==> config.mk <==
export PLATFORM = sky130hd
export DESIGN_NAME = uri_top
export DESIGN_NICKNAME = d
export VERILOG_FILES = /design/src/rtl/uri_pkg.sv /design/src/rtl/uri_rate_gen.sv /design/src/rtl/uri_top.sv
export SDC_FILE = /design/constraint.sdc
export NUM_CORES = 1
export LEC_CHECK = 0
export BUFFER_PORTS_ARGS = -buffer_cell sky130_fd_sc_hd__buf_2
export CAP_MARGIN = 0
export CORE_MARGIN = 2
export CORE_UTILIZATION = 60
export DETAILED_ROUTE_END_ITERATION = 8
export GPL_ROUTABILITY_DRIVEN = 0
export PLACE_DENSITY = 0.8
export SLEW_MARGIN = 20
export SYNTH_ARGS = -nofsm -noshare
export SYNTH_HDL_FRONTEND = slang
export SYNTH_SLANG_ARGS = --single-unit
==> constraint.sdc <==
create_clock -name clk_sys_in -period 5 [get_ports clk_sys_in]
set_clock_uncertainty 0.05 [all_clocks]
set_input_delay 1 -clock clk_sys_in [delete_from_list [all_inputs] [get_ports clk_sys_in]]
set_output_delay 1 -clock clk_sys_in [all_outputs]
set_load 0.01 [all_outputs]
==> src/rtl/uri_pkg.sv <==
// Purpose: Shared constants and types of the serial port register block.
// Assumes: 200 MHz system clock, byte offsets on a 12-bit register address.
// Notes: Event bit positions match the interrupt mask layout.
package uri_pkg;
   localparam logic [11:0] OFF_IRQ_MASK = 12'h300;
   localparam logic [11:0] OFF_IRQ_SET = 12'h304;
   localparam logic [11:0] OFF_IRQ_CLR = 12'h308;
   localparam logic [11:0] OFF_ERR_CAUSE = 12'h480;
   localparam logic [11:0] OFF_PORT_EN = 12'h500;
   localparam logic [11:0] OFF_HS_OUT_PIN = 12'h508;
   localparam logic [11:0] OFF_SER_OUT_PIN = 12'h50C;
   localparam logic [11:0] OFF_HS_IN_PIN = 12'h510;
   localparam logic [11:0] OFF_SER_IN_PIN = 12'h514;
   localparam logic [11:0] OFF_RX_BYTE = 12'h518;
   localparam logic [11:0] OFF_TX_BYTE = 12'h51C;
   localparam logic [11:0] OFF_LINE_RATE = 12'h524;
   localparam logic [11:0] OFF_LINE_SETUP = 12'h56C;
   localparam logic [11:0] OFF_EVT_STAT = 12'h600;
   // Event positions, shared by the mask and the event status word.
   localparam int EV_CTS = 0;
   localparam int EV_CLEAR_TO_SEND_DROPPED = 1;
   localparam int EV_RX_RDY = 2;
   localparam int EV_TX_DONE = 7;
   localparam int EV_ERR = 9;
   localparam int EV_RX_TMO = 17;
   localparam logic [31:0] EV_MASK = 32'h0002_0287;
   // Error cause positions.
   localparam int ERR_OVR = 0;
   localparam int ERR_PAR = 1;
   localparam int ERR_FRM = 2;
   localparam int ERR_BRK = 3;
   localparam logic [2:0] EN_ON = 3'h4;
   localparam logic [31:0] PIN_NONE = 32'hFFFF_FFFF;
   localparam logic [31:0] PIN_COUNT = 32'h0000_0020;
   localparam logic [31:0] RATE_RST = 32'h0400_0000;
   localparam logic [2:0] PAR_ON = 3'h7;
   localparam logic [2:0] FIFO_DEPTH = 3'h6;
   localparam logic [2:0] FIFO_LAST = 3'h5;
   // Handshake drops once only four free places remain.
   localparam logic [2:0] FIFO_HOLD = 3'h2;
   // Rate codes are fractions of a 16 MHz reference scaled by 2^32.
   localparam int CLK_HZ = 200_000_000;
   localparam int REF_HZ = 16_000_000;
   localparam logic [36:0] RATE_MOD = 37'(2 * CLK_HZ / REF_HZ) << 31;
   localparam logic [3:0] OVS_LAST = 4'hF;
   localparam logic [3:0] OVS_MID = 4'h7;

   typedef enum logic [1:0] {TX_IDLE, TX_START, TX_DATA, TX_STOP} uri_tx_e;
   typedef enum logic [2:0] {RX_IDLE, RX_START, RX_DATA, RX_STOP, RX_BRK, RX_WAIT} uri_rx_e;

   typedef struct packed {
      logic [11:0] addr;
      logic [31:0] wdata;
      logic wr;
      logic rd;
   } uri_bus_s;

   typedef struct packed {
      logic [31:0] drv;
      logic [31:0] oe;
   } uri_pins_s;
endpackage

==> src/rtl/uri_rate_gen.sv <==
// Purpose: Oversampling tick generator, sixteen ticks per line bit.
// Assumes: Rate code is a fraction of the reference scaled by 2^32.
// Notes: Fractional accumulation keeps long-term rate exact.
`timescale 1ns/10ps
module uri_rate_gen (
   input wire logic clk_sys_in,
   input wire logic nrst_in,
   input wire logic run_in,
   input wire logic [31:0] rate_in,
   output logic tick_out
);
   typedef struct packed {
      logic [36:0] acc;
      logic tick;
   } uri_gen_s;

   uri_gen_s s;
   uri_gen_s n;
   logic [36:0] sum;

   always_comb begin
      n = s;
      sum = s.acc + {1'b0, rate_in, 4'h0};
      n.tick = 1'b0;
      if (!run_in) begin
         n.acc = '0;
      end else if (sum >= uri_pkg::RATE_MOD) begin
         n.acc = sum - uri_pkg::RATE_MOD;
         n.tick = 1'b1;
      end else begin
         n.acc = sum;
      end
   end

   always_ff @(posedge clk_sys_in) begin
      if (!nrst_in) begin
         s <= '0;
      end else begin
         s <= n;
      end
   end

   assign tick_out = s.tick;
endmodule

==> src/rtl/uri_top.sv <==
// Purpose: Register block, transmitter and receiver of an async serial port.
// Assumes: Pins are synchronous to clk_sys_in; 32 selectable pins.
// Notes: A disabled port drives no pin and ignores the line.
`timescale 1ns/10ps
module uri_top (
   input wire logic clk_sys_in,
   input wire logic nrst_in,
   input wire uri_pkg::uri_bus_s bus_in,
   output logic [31:0] rdata_out,
   input wire logic [31:0] pin_in,
   output uri_pkg::uri_pins_s pins_out,
   output logic irq_out
);
   typedef struct packed {
      logic [31:0] mask;
      logic [31:0] evt;
      logic [3:0] err;
      logic [2:0] en;
      logic [31:0] pin_rts;
      logic [31:0] pin_txd;
      logic [31:0] pin_cts;
      logic [31:0] pin_rxd;
      logic [31:0] rate;
      logic handshake_gate;
      logic [2:0] par;
      logic [31:0] rdata;
      logic [7:0] txb;
      logic tx_pend;
      uri_pkg::uri_tx_e tx_st;
      logic [8:0] tx_sh;
      logic [3:0] tx_cnt;
      logic [3:0] tx_bit;
      logic txl;
      uri_pkg::uri_rx_e rx_st;
      logic [7:0] rx_sh;
      logic [3:0] rx_cnt;
      logic [3:0] rx_bit;
      logic rx_pe;
      logic [5:0][7:0] mem;
      logic [2:0] wp;
      logic [2:0] rp;
      logic [2:0] cnt;
      logic [7:0] rxb;
      logic rxb_full;
      logic cts_d;
      logic rts_n;
   } uri_state_s;

   uri_state_s s;
   uri_state_s n;
   logic tick;
   logic on;
   logic par_on;
   logic rx_in;
   logic cts_n;
   logic [3:0] nb;
   logic [31:0] ev_set;
   logic [31:0] ev_clr;
   logic push;
   logic pop;
   logic tx_end;
   logic rx_end;

   function automatic logic pin_ok(input logic [31:0] sel);
      pin_ok = sel < uri_pkg::PIN_COUNT;
   endfunction

   function automatic logic [2:0] idx_nxt(input logic [2:0] i);
      idx_nxt = (i == uri_pkg::FIFO_LAST) ? 3'h0 : i + 3'h1;
   endfunction

   function automatic logic is_wr(input uri_pkg::uri_bus_s b, input logic [11:0] a);
      is_wr = b.wr && b.addr == a;
   endfunction

   uri_rate_gen u_rate (
      .clk_sys_in(clk_sys_in),
      .nrst_in(nrst_in),
      .run_in(on),
      .rate_in(s.rate),
      .tick_out(tick)
   );

   assign on = s.en == uri_pkg::EN_ON;
   assign par_on = s.par == uri_pkg::PAR_ON;
   assign nb = par_on ? 4'h9 : 4'h8;
   // An idle-high level stands in for an unconnected or disabled receive line.
   assign rx_in = (on && pin_ok(s.pin_rxd)) ? pin_in[s.pin_rxd[4:0]] : 1'b1;
   // Without flow control, or with no handshake pin, sending is always allowed.
   assign cts_n = s.handshake_gate && on && pin_ok(s.pin_cts) && pin_in[s.pin_cts[4:0]];
   assign tx_end = tick && s.tx_cnt == uri_pkg::OVS_LAST;
   assign rx_end = tick && s.rx_cnt == uri_pkg::OVS_LAST;

   always_comb begin
      n = s;
      ev_set = '0;
      ev_clr = '0;
      push = 1'b0;
      pop = 1'b0;
      n.rdata = '0;
      // Register writes.
      if (bus_in.wr) begin
         case (bus_in.addr)
            uri_pkg::OFF_IRQ_MASK: n.mask = bus_in.wdata & uri_pkg::EV_MASK;
            uri_pkg::OFF_IRQ_SET: n.mask = s.mask | (bus_in.wdata & uri_pkg::EV_MASK);
            uri_pkg::OFF_IRQ_CLR: n.mask = s.mask & ~bus_in.wdata;
            uri_pkg::OFF_PORT_EN: n.en = bus_in.wdata[2:0];
            uri_pkg::OFF_HS_OUT_PIN: n.pin_rts = bus_in.wdata;
            uri_pkg::OFF_SER_OUT_PIN: n.pin_txd = bus_in.wdata;
            uri_pkg::OFF_HS_IN_PIN: n.pin_cts = bus_in.wdata;
            uri_pkg::OFF_SER_IN_PIN: n.pin_rxd = bus_in.wdata;
            uri_pkg::OFF_TX_BYTE: begin
               n.txb = bus_in.wdata[7:0];
               n.tx_pend = 1'b1;
            end
            uri_pkg::OFF_LINE_RATE: n.rate = bus_in.wdata;
            uri_pkg::OFF_LINE_SETUP: begin
               n.handshake_gate = bus_in.wdata[0];
               n.par = bus_in.wdata[3:1];
            end
            uri_pkg::OFF_EVT_STAT: ev_clr = bus_in.wdata;
            default: ;
         endcase
      end
      // Register reads; data stand only in the cycle after the strobe.
      if (bus_in.rd) begin
         case (bus_in.addr)
            uri_pkg::OFF_IRQ_MASK: n.rdata = s.mask;
            uri_pkg::OFF_IRQ_SET: n.rdata = s.mask;
            uri_pkg::OFF_IRQ_CLR: n.rdata = s.mask;
            uri_pkg::OFF_ERR_CAUSE: n.rdata = {28'h0, s.err};
            uri_pkg::OFF_PORT_EN: n.rdata = {29'h0, s.en};
            uri_pkg::OFF_HS_OUT_PIN: n.rdata = s.pin_rts;
            uri_pkg::OFF_SER_OUT_PIN: n.rdata = s.pin_txd;
            uri_pkg::OFF_HS_IN_PIN: n.rdata = s.pin_cts;
            uri_pkg::OFF_SER_IN_PIN: n.rdata = s.pin_rxd;
            uri_pkg::OFF_RX_BYTE: begin
               n.rdata = {24'h0, s.rxb};
               n.rxb_full = 1'b0;
            end
            uri_pkg::OFF_TX_BYTE: n.rdata = {24'h0, s.txb};
            uri_pkg::OFF_LINE_RATE: n.rdata = s.rate;
            uri_pkg::OFF_LINE_SETUP: n.rdata = {28'h0, s.par, s.handshake_gate};
            uri_pkg::OFF_EVT_STAT: n.rdata = s.evt;
            default: n.rdata = '0;
         endcase
      end
      // Error causes clear on written ones; new errors below win.
      if (is_wr(bus_in, uri_pkg::OFF_ERR_CAUSE)) begin
         n.err = s.err & ~bus_in.wdata[3:0];
      end
      // Handshake input edges.
      n.cts_d = cts_n;
      ev_set[uri_pkg::EV_CTS] = s.cts_d && !cts_n;
      ev_set[uri_pkg::EV_CLEAR_TO_SEND_DROPPED] = !s.cts_d && cts_n;
      // Transmitter.
      if (s.tx_st != uri_pkg::TX_IDLE) begin
         n.tx_cnt = tick ? s.tx_cnt + 4'h1 : s.tx_cnt;
      end
      case (s.tx_st)
         uri_pkg::TX_IDLE: begin
            n.txl = 1'b1;
            n.tx_cnt = 4'h0;
            n.tx_bit = 4'h0;
            if (on && s.tx_pend && !cts_n) begin
               n.tx_pend = is_wr(bus_in, uri_pkg::OFF_TX_BYTE);
               n.tx_sh = {par_on & ^s.txb, s.txb};
               n.txl = 1'b0;
               n.tx_st = uri_pkg::TX_START;
            end
         end
         uri_pkg::TX_START: begin
            if (tx_end) begin
               n.txl = s.tx_sh[0];
               n.tx_st = uri_pkg::TX_DATA;
            end
         end
         uri_pkg::TX_DATA: begin
            if (tx_end) begin
               if (s.tx_bit == nb - 4'h1) begin
                  n.txl = 1'b1;
                  n.tx_st = uri_pkg::TX_STOP;
               end else begin
                  n.tx_bit = s.tx_bit + 4'h1;
                  n.tx_sh = s.tx_sh >> 1;
                  n.txl = s.tx_sh[1];
               end
            end
         end
         uri_pkg::TX_STOP: begin
            if (tx_end) begin
               ev_set[uri_pkg::EV_TX_DONE] = 1'b1;
               n.tx_st = uri_pkg::TX_IDLE;
            end
         end
         default: n.tx_st = uri_pkg::TX_IDLE;
      endcase
      // Receiver, sampling each bit in its middle.
      n.rx_cnt = tick ? s.rx_cnt + 4'h1 : s.rx_cnt;
      case (s.rx_st)
         uri_pkg::RX_IDLE: begin
            n.rx_cnt = 4'h0;
            if (!rx_in) begin
               n.rx_st = uri_pkg::RX_START;
            end
         end
         uri_pkg::RX_START: begin
            if (tick && s.rx_cnt == uri_pkg::OVS_MID) begin
               n.rx_cnt = 4'h0;
               n.rx_bit = 4'h0;
               n.rx_pe = 1'b0;
               n.rx_st = rx_in ? uri_pkg::RX_IDLE : uri_pkg::RX_DATA;
            end
         end
         uri_pkg::RX_DATA: begin
            if (rx_end) begin
               if (s.rx_bit < 4'h8) begin
                  n.rx_sh = {rx_in, s.rx_sh[7:1]};
               end else begin
                  n.rx_pe = rx_in != ^s.rx_sh;
               end
               n.rx_bit = s.rx_bit + 4'h1;
               if (s.rx_bit == nb - 4'h1) begin
                  n.rx_st = uri_pkg::RX_STOP;
               end
            end
         end
         uri_pkg::RX_STOP: begin
            if (rx_end) begin
               if (rx_in) begin
                  push = 1'b1;
                  n.rx_st = uri_pkg::RX_IDLE;
                  if (s.rx_pe) begin
                     n.err[uri_pkg::ERR_PAR] = 1'b1;
                  end
               end else begin
                  n.err[uri_pkg::ERR_FRM] = 1'b1;
                  n.rx_st = (s.rx_sh == 8'h00) ? uri_pkg::RX_BRK : uri_pkg::RX_WAIT;
               end
            end
         end
         uri_pkg::RX_BRK: begin
            // Line low for a whole frame and one more bit time is a break.
            if (rx_in) begin
               n.rx_st = uri_pkg::RX_IDLE;
            end else if (rx_end) begin
               n.err[uri_pkg::ERR_BRK] = 1'b1;
               n.rx_st = uri_pkg::RX_WAIT;
            end
         end
         uri_pkg::RX_WAIT: begin
            if (rx_in) begin
               n.rx_st = uri_pkg::RX_IDLE;
            end
         end
         default: n.rx_st = uri_pkg::RX_IDLE;
      endcase
      // Receive FIFO ahead of the receive register.
      if (push) begin
         if (s.cnt == uri_pkg::FIFO_DEPTH) begin
            n.err[uri_pkg::ERR_OVR] = 1'b1;
            push = 1'b0;
         end else begin
            n.mem[s.wp] = s.rx_sh;
            n.wp = idx_nxt(s.wp);
         end
      end
      if (!n.rxb_full && s.cnt != 3'h0) begin
         pop = 1'b1;
         n.rxb = s.mem[s.rp];
         n.rxb_full = 1'b1;
         n.rp = idx_nxt(s.rp);
         ev_set[uri_pkg::EV_RX_RDY] = 1'b1;
      end
      n.cnt = s.cnt + {2'h0, push} - {2'h0, pop};
      // Handshake out drops early and returns only once the FIFO is empty.
      if (!s.handshake_gate) begin
         n.rts_n = 1'b0;
      end else if (n.cnt >= uri_pkg::FIFO_HOLD) begin
         n.rts_n = 1'b1;
      end else if (n.cnt == 3'h0) begin
         n.rts_n = 1'b0;
      end
      ev_set[uri_pkg::EV_ERR] = |(n.err & ~s.err);
      if (!on) begin
         n.tx_st = uri_pkg::TX_IDLE;
         n.rx_st = uri_pkg::RX_IDLE;
         n.txl = 1'b1;
      end
      // A clear meeting a new event loses, so no event is dropped.
      n.evt = ((s.evt & ~ev_clr) | ev_set) & uri_pkg::EV_MASK;
   end

   always_ff @(posedge clk_sys_in) begin
      if (!nrst_in) begin
         s <= '0;
         s.pin_rts <= uri_pkg::PIN_NONE;
         s.pin_txd <= uri_pkg::PIN_NONE;
         s.pin_cts <= uri_pkg::PIN_NONE;
         s.pin_rxd <= uri_pkg::PIN_NONE;
         s.rate <= uri_pkg::RATE_RST;
         s.txl <= 1'b1;
      end else begin
         s <= n;
      end
   end

   always_comb begin
      pins_out = '0;
      if (on && pin_ok(s.pin_rts)) begin
         pins_out.drv[s.pin_rts[4:0]] = s.rts_n;
         pins_out.oe[s.pin_rts[4:0]] = 1'b1;
      end
      if (on && pin_ok(s.pin_txd)) begin
         pins_out.drv[s.pin_txd[4:0]] = s.txl;
         pins_out.oe[s.pin_txd[4:0]] = 1'b1;
      end
   end

   assign rdata_out = s.rdata;
   assign irq_out = |(s.evt & s.mask);

   set_mask_a: assert property (@(posedge clk_sys_in) disable iff (!nrst_in)
      is_wr(bus_in, uri_pkg::OFF_IRQ_SET) |=>
      ((s.mask & $past(bus_in.wdata) & uri_pkg::EV_MASK) == ($past(bus_in.wdata) & uri_pkg::EV_MASK)))
      else $error("Mask set write lost a bit.");
   clr_mask_a: assert property (@(posedge clk_sys_in) disable iff (!nrst_in)
      is_wr(bus_in, uri_pkg::OFF_IRQ_CLR) |=> (s.mask & $past(bus_in.wdata)) == 32'h0)
      else $error("Mask clear write left a bit set.");
   err_hold_a: assert property (@(posedge clk_sys_in) disable iff (!nrst_in)
      s.err[uri_pkg::ERR_FRM] && !(is_wr(bus_in, uri_pkg::OFF_ERR_CAUSE) && bus_in.wdata[2])
      |=> s.err[uri_pkg::ERR_FRM])
      else $error("Framing flag cleared without a write of one.");
   tx_load_a: assert property (@(posedge clk_sys_in) disable iff (!nrst_in)
      is_wr(bus_in, uri_pkg::OFF_TX_BYTE) |=> s.tx_pend && s.txb == $past(bus_in.wdata[7:0]))
      else $error("Transmit byte not taken.");
   pin_free_a: assert property (@(posedge clk_sys_in) disable iff (!nrst_in)
      !on || (s.pin_txd == uri_pkg::PIN_NONE && s.pin_rts == uri_pkg::PIN_NONE)
      |=> pins_out.oe == 32'h0 || $past(bus_in.wr))
      else $error("A pin is driven while disabled or disconnected.");
   tx_done_a: assert property (@(posedge clk_sys_in) disable iff (!nrst_in)
      s.tx_st == uri_pkg::TX_STOP && tx_end && on |=> s.evt[uri_pkg::EV_TX_DONE])
      else $error("Transmit-done event missing after stop bit.");
   rx_move_a: assert property (@(posedge clk_sys_in) disable iff (!nrst_in)
      !s.rxb_full && s.cnt != 3'h0 && !bus_in.rd |=> s.rxb_full && s.evt[uri_pkg::EV_RX_RDY])
      else $error("FIFO byte not moved to the receive register.");
   fifo_cap_a: assert property (@(posedge clk_sys_in) disable iff (!nrst_in)
      s.cnt <= uri_pkg::FIFO_DEPTH)
      else $error("Receive FIFO count above six.");
   frame_err_a: assert property (@(posedge clk_sys_in) disable iff (!nrst_in)
      s.rx_st == uri_pkg::RX_STOP && rx_end && !rx_in && on |=> s.err[uri_pkg::ERR_FRM])
      else $error("Missing stop bit not flagged.");
endmodule

=== Word-level counts from Yosys, hierarchy flattened ===
Index checks and enable logic that the tools add are counted.

* Bits in registers: 396
* Input bits: 80
* Output and inout port bits: 97
* Logic and storage cells: 277

* Add/subtract/negate cells: 11
* $lt $le $gt $ge: 16
* Equal/unequal tests: 47
* Multiplexer cells: 87
* Bitwise operators: 16
* Reductions and logical operators: 61

{| class="wikitable"
|+ Operator list
! operator !! number
|-
| one-hot mux 32 bit (12 select lines) || 1
|-
| == test 12 x 11 -> 1 bit, second input constant || 11
|-
| less-than comparator 32 x 6 -> 1 bit, second input constant || 4
|-
| two-way mux 64 bit || 2
|-
| one-hot mux 32 bit (3 select lines) || 1
|-
| bitwise AND 32 bit || 2
|-
| bitwise mux 48 bit || 1
|-
| adder 37 x 36 -> 37 bit || 1
|-
| greater-or-equal comparator 37 x 36 -> 1 bit, second input constant || 1
|-
| two-way mux 37 bit || 1
|-
| subtractor 37 x 36 -> 37 bit, second input constant || 1
|-
| == test 12 x 10 -> 1 bit, second input constant || 3
|-
| two-way mux 1 bit || 36
|-
| two-way mux 18 bit || 2
|-
| bitwise AND 18 x 32 -> 32 bit || 1
|-
| bitwise mux 32 bit || 1
|-
| inverter 32 bit || 1
|-
| OR 32 x 18 -> 32 bit || 1
|-
| OR 32 bit || 1
|-
| OR reduction 32 bit || 1
|-
| two-way mux 3 bit || 10
|-
| AND reduction 2 bit || 14
|-
| inequality test 2 bit, second input constant || 13
|-
| binary-select mux 8 bit (select 3 bit) || 1
|-
| other kinds (59) || 127
|}

=== Depth between registers and ports, before layout ===
* Depth after elaboration: 12
* Depth in mapped cells: 17
* Depth with buffers taken out: 14

=== By module ===
From an unflattened synthesis, not the netlist that was laid out.

* Cell total of the unflattened synthesis: 2,508
* Area total of the unflattened synthesis: 20,508.4 um2

{| class="wikitable"
|+ Modules (own cells, without submodules)
! module !! instances !! cells an instance !! area each (um2) !! seq. area each (um2)
|-
| uri_top || 1 || 2,092 || 17,201.5 || 7,166.9
|-
| uri_rate_gen || 1 || 416 || 3,306.9 || 680.7
|}

=== Least setup slack after synthesis ===
Ideal clock, no wire load.

* Path kind: input-to-reg
* From: input bus_in[45] in the netlist's numbering
* To: register s[0] in the netlist's numbering
* Setup time: 126 ps
* Arrival time: 4,095 ps
* Required time: 4,824 ps
* Path slack: 729 ps
* Cell stages on the path: 16
* Buffers on the path: 2
* Path through: nand2b_1 -> nor4b_1 -> nand3_1 -> nor2_1 -> nand2_1 -> a21oi_1 -> buf_2 -> buf_2 -> ha_1 -> inv_1 -> ha_1 -> inv_1 -> fa_1 -> xor2_1 -> xnor2_1 -> a31oi_1

* Longest elaborated chain between the ends: 9
* Elaborated cells between the ends (all ways): 11
* Those cells by class: add/sub: 1; order compare: 1; eq/ne: 1; mux: 4; reduce/logical: 4

{| class="wikitable"
|+ RTL lines
! what !! line !! RTL
|-
| start, declared || uri_top.sv:8 || <nowiki>input wire uri_pkg::uri_bus_s bus_in,</nowiki>
|-
| == test 12 x 11 -> 1 bit (*) || uri_top.sv:127 || <nowiki>case (bus_in.addr)</nowiki>
|-
| two-way mux 1 bit (*) || uri_top.sv:127 ||
|-
| two-way mux 1 bit (*) || uri_top.sv:126 || <nowiki>if (bus_in.rd) begin</nowiki>
|-
| zero test 1 bit (*) || uri_top.sv:268 || <nowiki>if (!n.rxb_full && s.cnt != 3'h0) begin</nowiki>
|-
| logical AND 1 bit (*) || uri_top.sv:268 ||
|-
| two-way mux 1 bit (*) || uri_top.sv:268 ||
|-
| net pop || uri_top.sv:60 || <nowiki>logic pop;</nowiki>
|-
| subtractor 3 x 1 -> 3 bit (*) || uri_top.sv:275 || <nowiki>n.cnt = s.cnt + {2'h0, push} - {2'h0, pop};</nowiki>
|-
| greater-or-equal comparator 3 x 2 -> 1 bit or zero test 3 bit (tied branches) || uri_top.sv:279, uri_top.sv:281 ||
|-
| two-way mux 1 bit or nonzero test 2 bit (tied branches) || - ||
|-
| end signal, assigned || uri_top.sv:304 || <nowiki>s <= n;</nowiki>
|-
| end, declared || uri_top.sv:49 || <nowiki>uri_state_s s;</nowiki>
|}

The timed path passes the listed nets; every way through them passes the cells marked *.
A chain may end at the register's enable or synchronous reset.

==> metrics.yaml <==
die:
  start_util_pct: 60.5
  io_pins: 177
  dieArea_um2: 35000
  placementRows: 67
  die_w_um: 187
  die_height_um: 187
  core_area_um2: 33300
hold_path:
  min_path_cells: 2
  hold_path.class: "reg2reg"
global_routing:
  grt_max_degree: 113
  antenna_found_initial: 4
  grt_pass1_vias: 18819
  grt_pass1_wl_um: 98900
  grt_overflow: 0
  grt_util_all_layers_pct: 34.4
synthesis:
  ys_seq_area_share_pct: 39.0
  synthCells: 2508
  ys_ff_latch: 392
  ys.flop_type: "dfxtp_1"
  ys_warn_count: 0
  syn-cell-area_um2: 20100
  synth_edf_count: 0
  async_reset_ff_share_pct: 0
  synth_nets: 2638
  syn_area_per_cell_um2: 8.03
  synth_cell_types: 90
clock_network:
  post_cts.repair.setup_buffers: 0
  clk_latency_ns: 0.57
  numCtsBuffers: 43
  htree_levels: 2
  cts_max_path_buffers: 3
  root_buffer: "clkbuf_16"
  cts.clk_slew.worst_paths_ns: 0.06
  clock_sinks: 392
  cts_tree: "yes"
  ctsResizeCount: 0
  cts_hold_buf: 0
drt:
  final_antenna_net_count: 0
  initialDrtViolationCount: 2509
  drc: 0
  wl_per_cell_um: 20.5
  routed_wl_um: 62100
  viasPerCell: 6.53
  drtPass1Iterations: 8
  vias: 19819
pwr:
  vdd_drop_max_mv: 0.317
  leakage_nw: 8.95
  p_per_area_nw_per_um2: 309
critical_path:
  cp_cell_sequence: "nor3b_1 > buf_4 > nand4_1 > nor3_1 > nor3b_1 > nand2_1 > mux2_2 > buf_2"
  path_common_cell: "nor3b_1"
  crit_buf_inv: 2
  worstPathArrival_ns: 3.21
  crit_cells: 8
  crit_fanout: 9
  cpPeakStageDelay_ns: 0.44
  critical_path.startpoint_type: "flop"
  crit_path_top_delay_cell: "nor3b_1"
  worst-setup-path-type: "reg2out"
  rr_worst_depth: 14
  cp_data_required_time_ns: 3.95
  crit_family: "simple AND/OR/NAND/NOR gates"
  end_kind: "output pin"
timing:
  worst_slew_pin_slew_ns: 1.12
  max_freq_ghz: 0.235
  timing.final.crit_share_pct: 85.2
  setup_violations: 0
  fin_crit_ns: 4.26
  maxSlewViolCount: 0
  hold_viol_final: 0
  tns_ns: 0
  relSlewSlack_pct: 25.1
  fin_ws_ns: 0.740
  rsz0062_at_grt: "no"
placed_design:
  place_ws_ns: 0.598
  hpwl_um: 42300
  port-buffer-count: 176
final_layout:
  layout-drive-gt1-share_pct: 14.6
  fin_nets: 2681
  areaGrowthSynthToFinish_pct: 10.8
outcome:
  status: "finished, final reports clean"
flow_run:
  maxCapViolCount: 0
==> per-layer routing <==
layer	up-vias	global-route usage (%)	share of wire [%]
li1	8988	-	-
met4	6	14.8	4.3
met3	246	7.73	12
met5	-	0	0.061
met2	1298	56.3	46
met1	9281	43.8	38
==> cells in the final DEF, fill, tap and decap left out, types with 31 or more instances in the layout <==
| cell | n |
|---|---|
| mux2i_1 | 33 |
| ha_1 | 48 |
| and3_1 | 44 |
| buf_2 | 175 |
| nor2_1 | 198 |
| nand3_1 | 206 |
| a21oi_1 | 125 |
| dfxtp_1 | 391 |
| o21ai_0 | 131 |
| nand2_1 | 484 |
| a31oi_1 | 40 |
| clkbuf_16 | 43 |
| nor3_1 | 31 |
| inv_1 | 36 |
| a22oi_1 | 107 |
| mux2_2 | 35 |
| buf_4 | 31 |
==> worst reg2reg max path, delay by kind of cell (launching register included) <==
kind                     cells  cell delay [ns]
AO/OA/AOI/OAI                1             0.12
flip-flops                   1             0.71
multiplexers                 3             1.32
XOR/XNOR                     2             0.36
adder cells (fa/ha/maj)      3             0.73
AND/OR/NAND/NOR              2             0.53
buffers and inverters        3             0.22
==> state kept, by name, summed over array words and instances, names as in the netlist <==
name	flops
u_rate.tick_out	1
rdata_out	32
s	326
u_rate.s	33
==> report_power, final <==
part,switching [mW],internal (mW)
Combinational,0.261,0.175
Clock,1.32,1.90
Sequential,0.0585,3.18
Total,1.64,5.25
==> cells by family (layout without fill, tap and decap cells) <==
family                   Yosys count  after routing  synth area share (%)
AO/OA/AOI/OAI                    543            543                  17.7
AND/OR/NAND/NOR                 1142           1142                  26.2
other                              0              1                     0
flip-flops                       392            392                  39.0
adder cells (fa/ha/maj)           50             50                  3.18
multiplexers                      96             96                  6.73
XOR/XNOR                          38             38                  1.65
buffers and inverters            247            323                  5.61
==> final timing paths <==
| path | slack (ns) | startpoint | end |
|---|---|---|---|
| min | 0.41 | s[2] | s[2] |
| max | 0.74 | s[315] | pins_out[34] |
| max reg2reg | 0.85 | s[185] | s[0] |
| min reg2reg | 0.41 | s[2] | s[2] |
==> final cells by class <==
class,count,area (µm²)
Fill cell,2735,11000
Antenna cell,1,2.50
Inverter,38,144
Tap cell,448,561
Clock inverter,10,156
Clock buffer,68,1300
Sequential cell,392,7850
Multi-Input combinational cell,1869,11200
Timing Repair Buffer,207,1120
==> cells in the mapped netlist (28+ instances only) <==
cell type  instances  area, µm²
dfxtp_1          392       7850
a21oi_1          125        626
and3_1            44        275
buf_4             39        293
mux2_2            35        394
mux4_2            28        631
nor4_1            28        175
nor2_1           202        758
a31oi_1           40        250
nor3_1            32        160
a22oi_1          107        803
mux2i_1           33        330
nand2_1          485       1820
inv_1             36        135
ha_1              48        601
o21ai_0          131        656
nand3_1          206       1030
clkbuf_1         137        514
==> through the flow <==
step	std cells	area [µm²]	util, %	power (mW)	hold slack, ns
finish	3033	22300	67.1	6.89	0.415
global route	3032	22300	67.0	7.07	0.441
CTS	3032	22300	67.0	6.89	0.413
detailed placement	2954	20900	62.7	3.73	0.405
global placement	2954	20900	62.7	3.71	0.394
floorplan	2508	20100	-	3.57	0.382
Power figures use the tool's default switching activity.
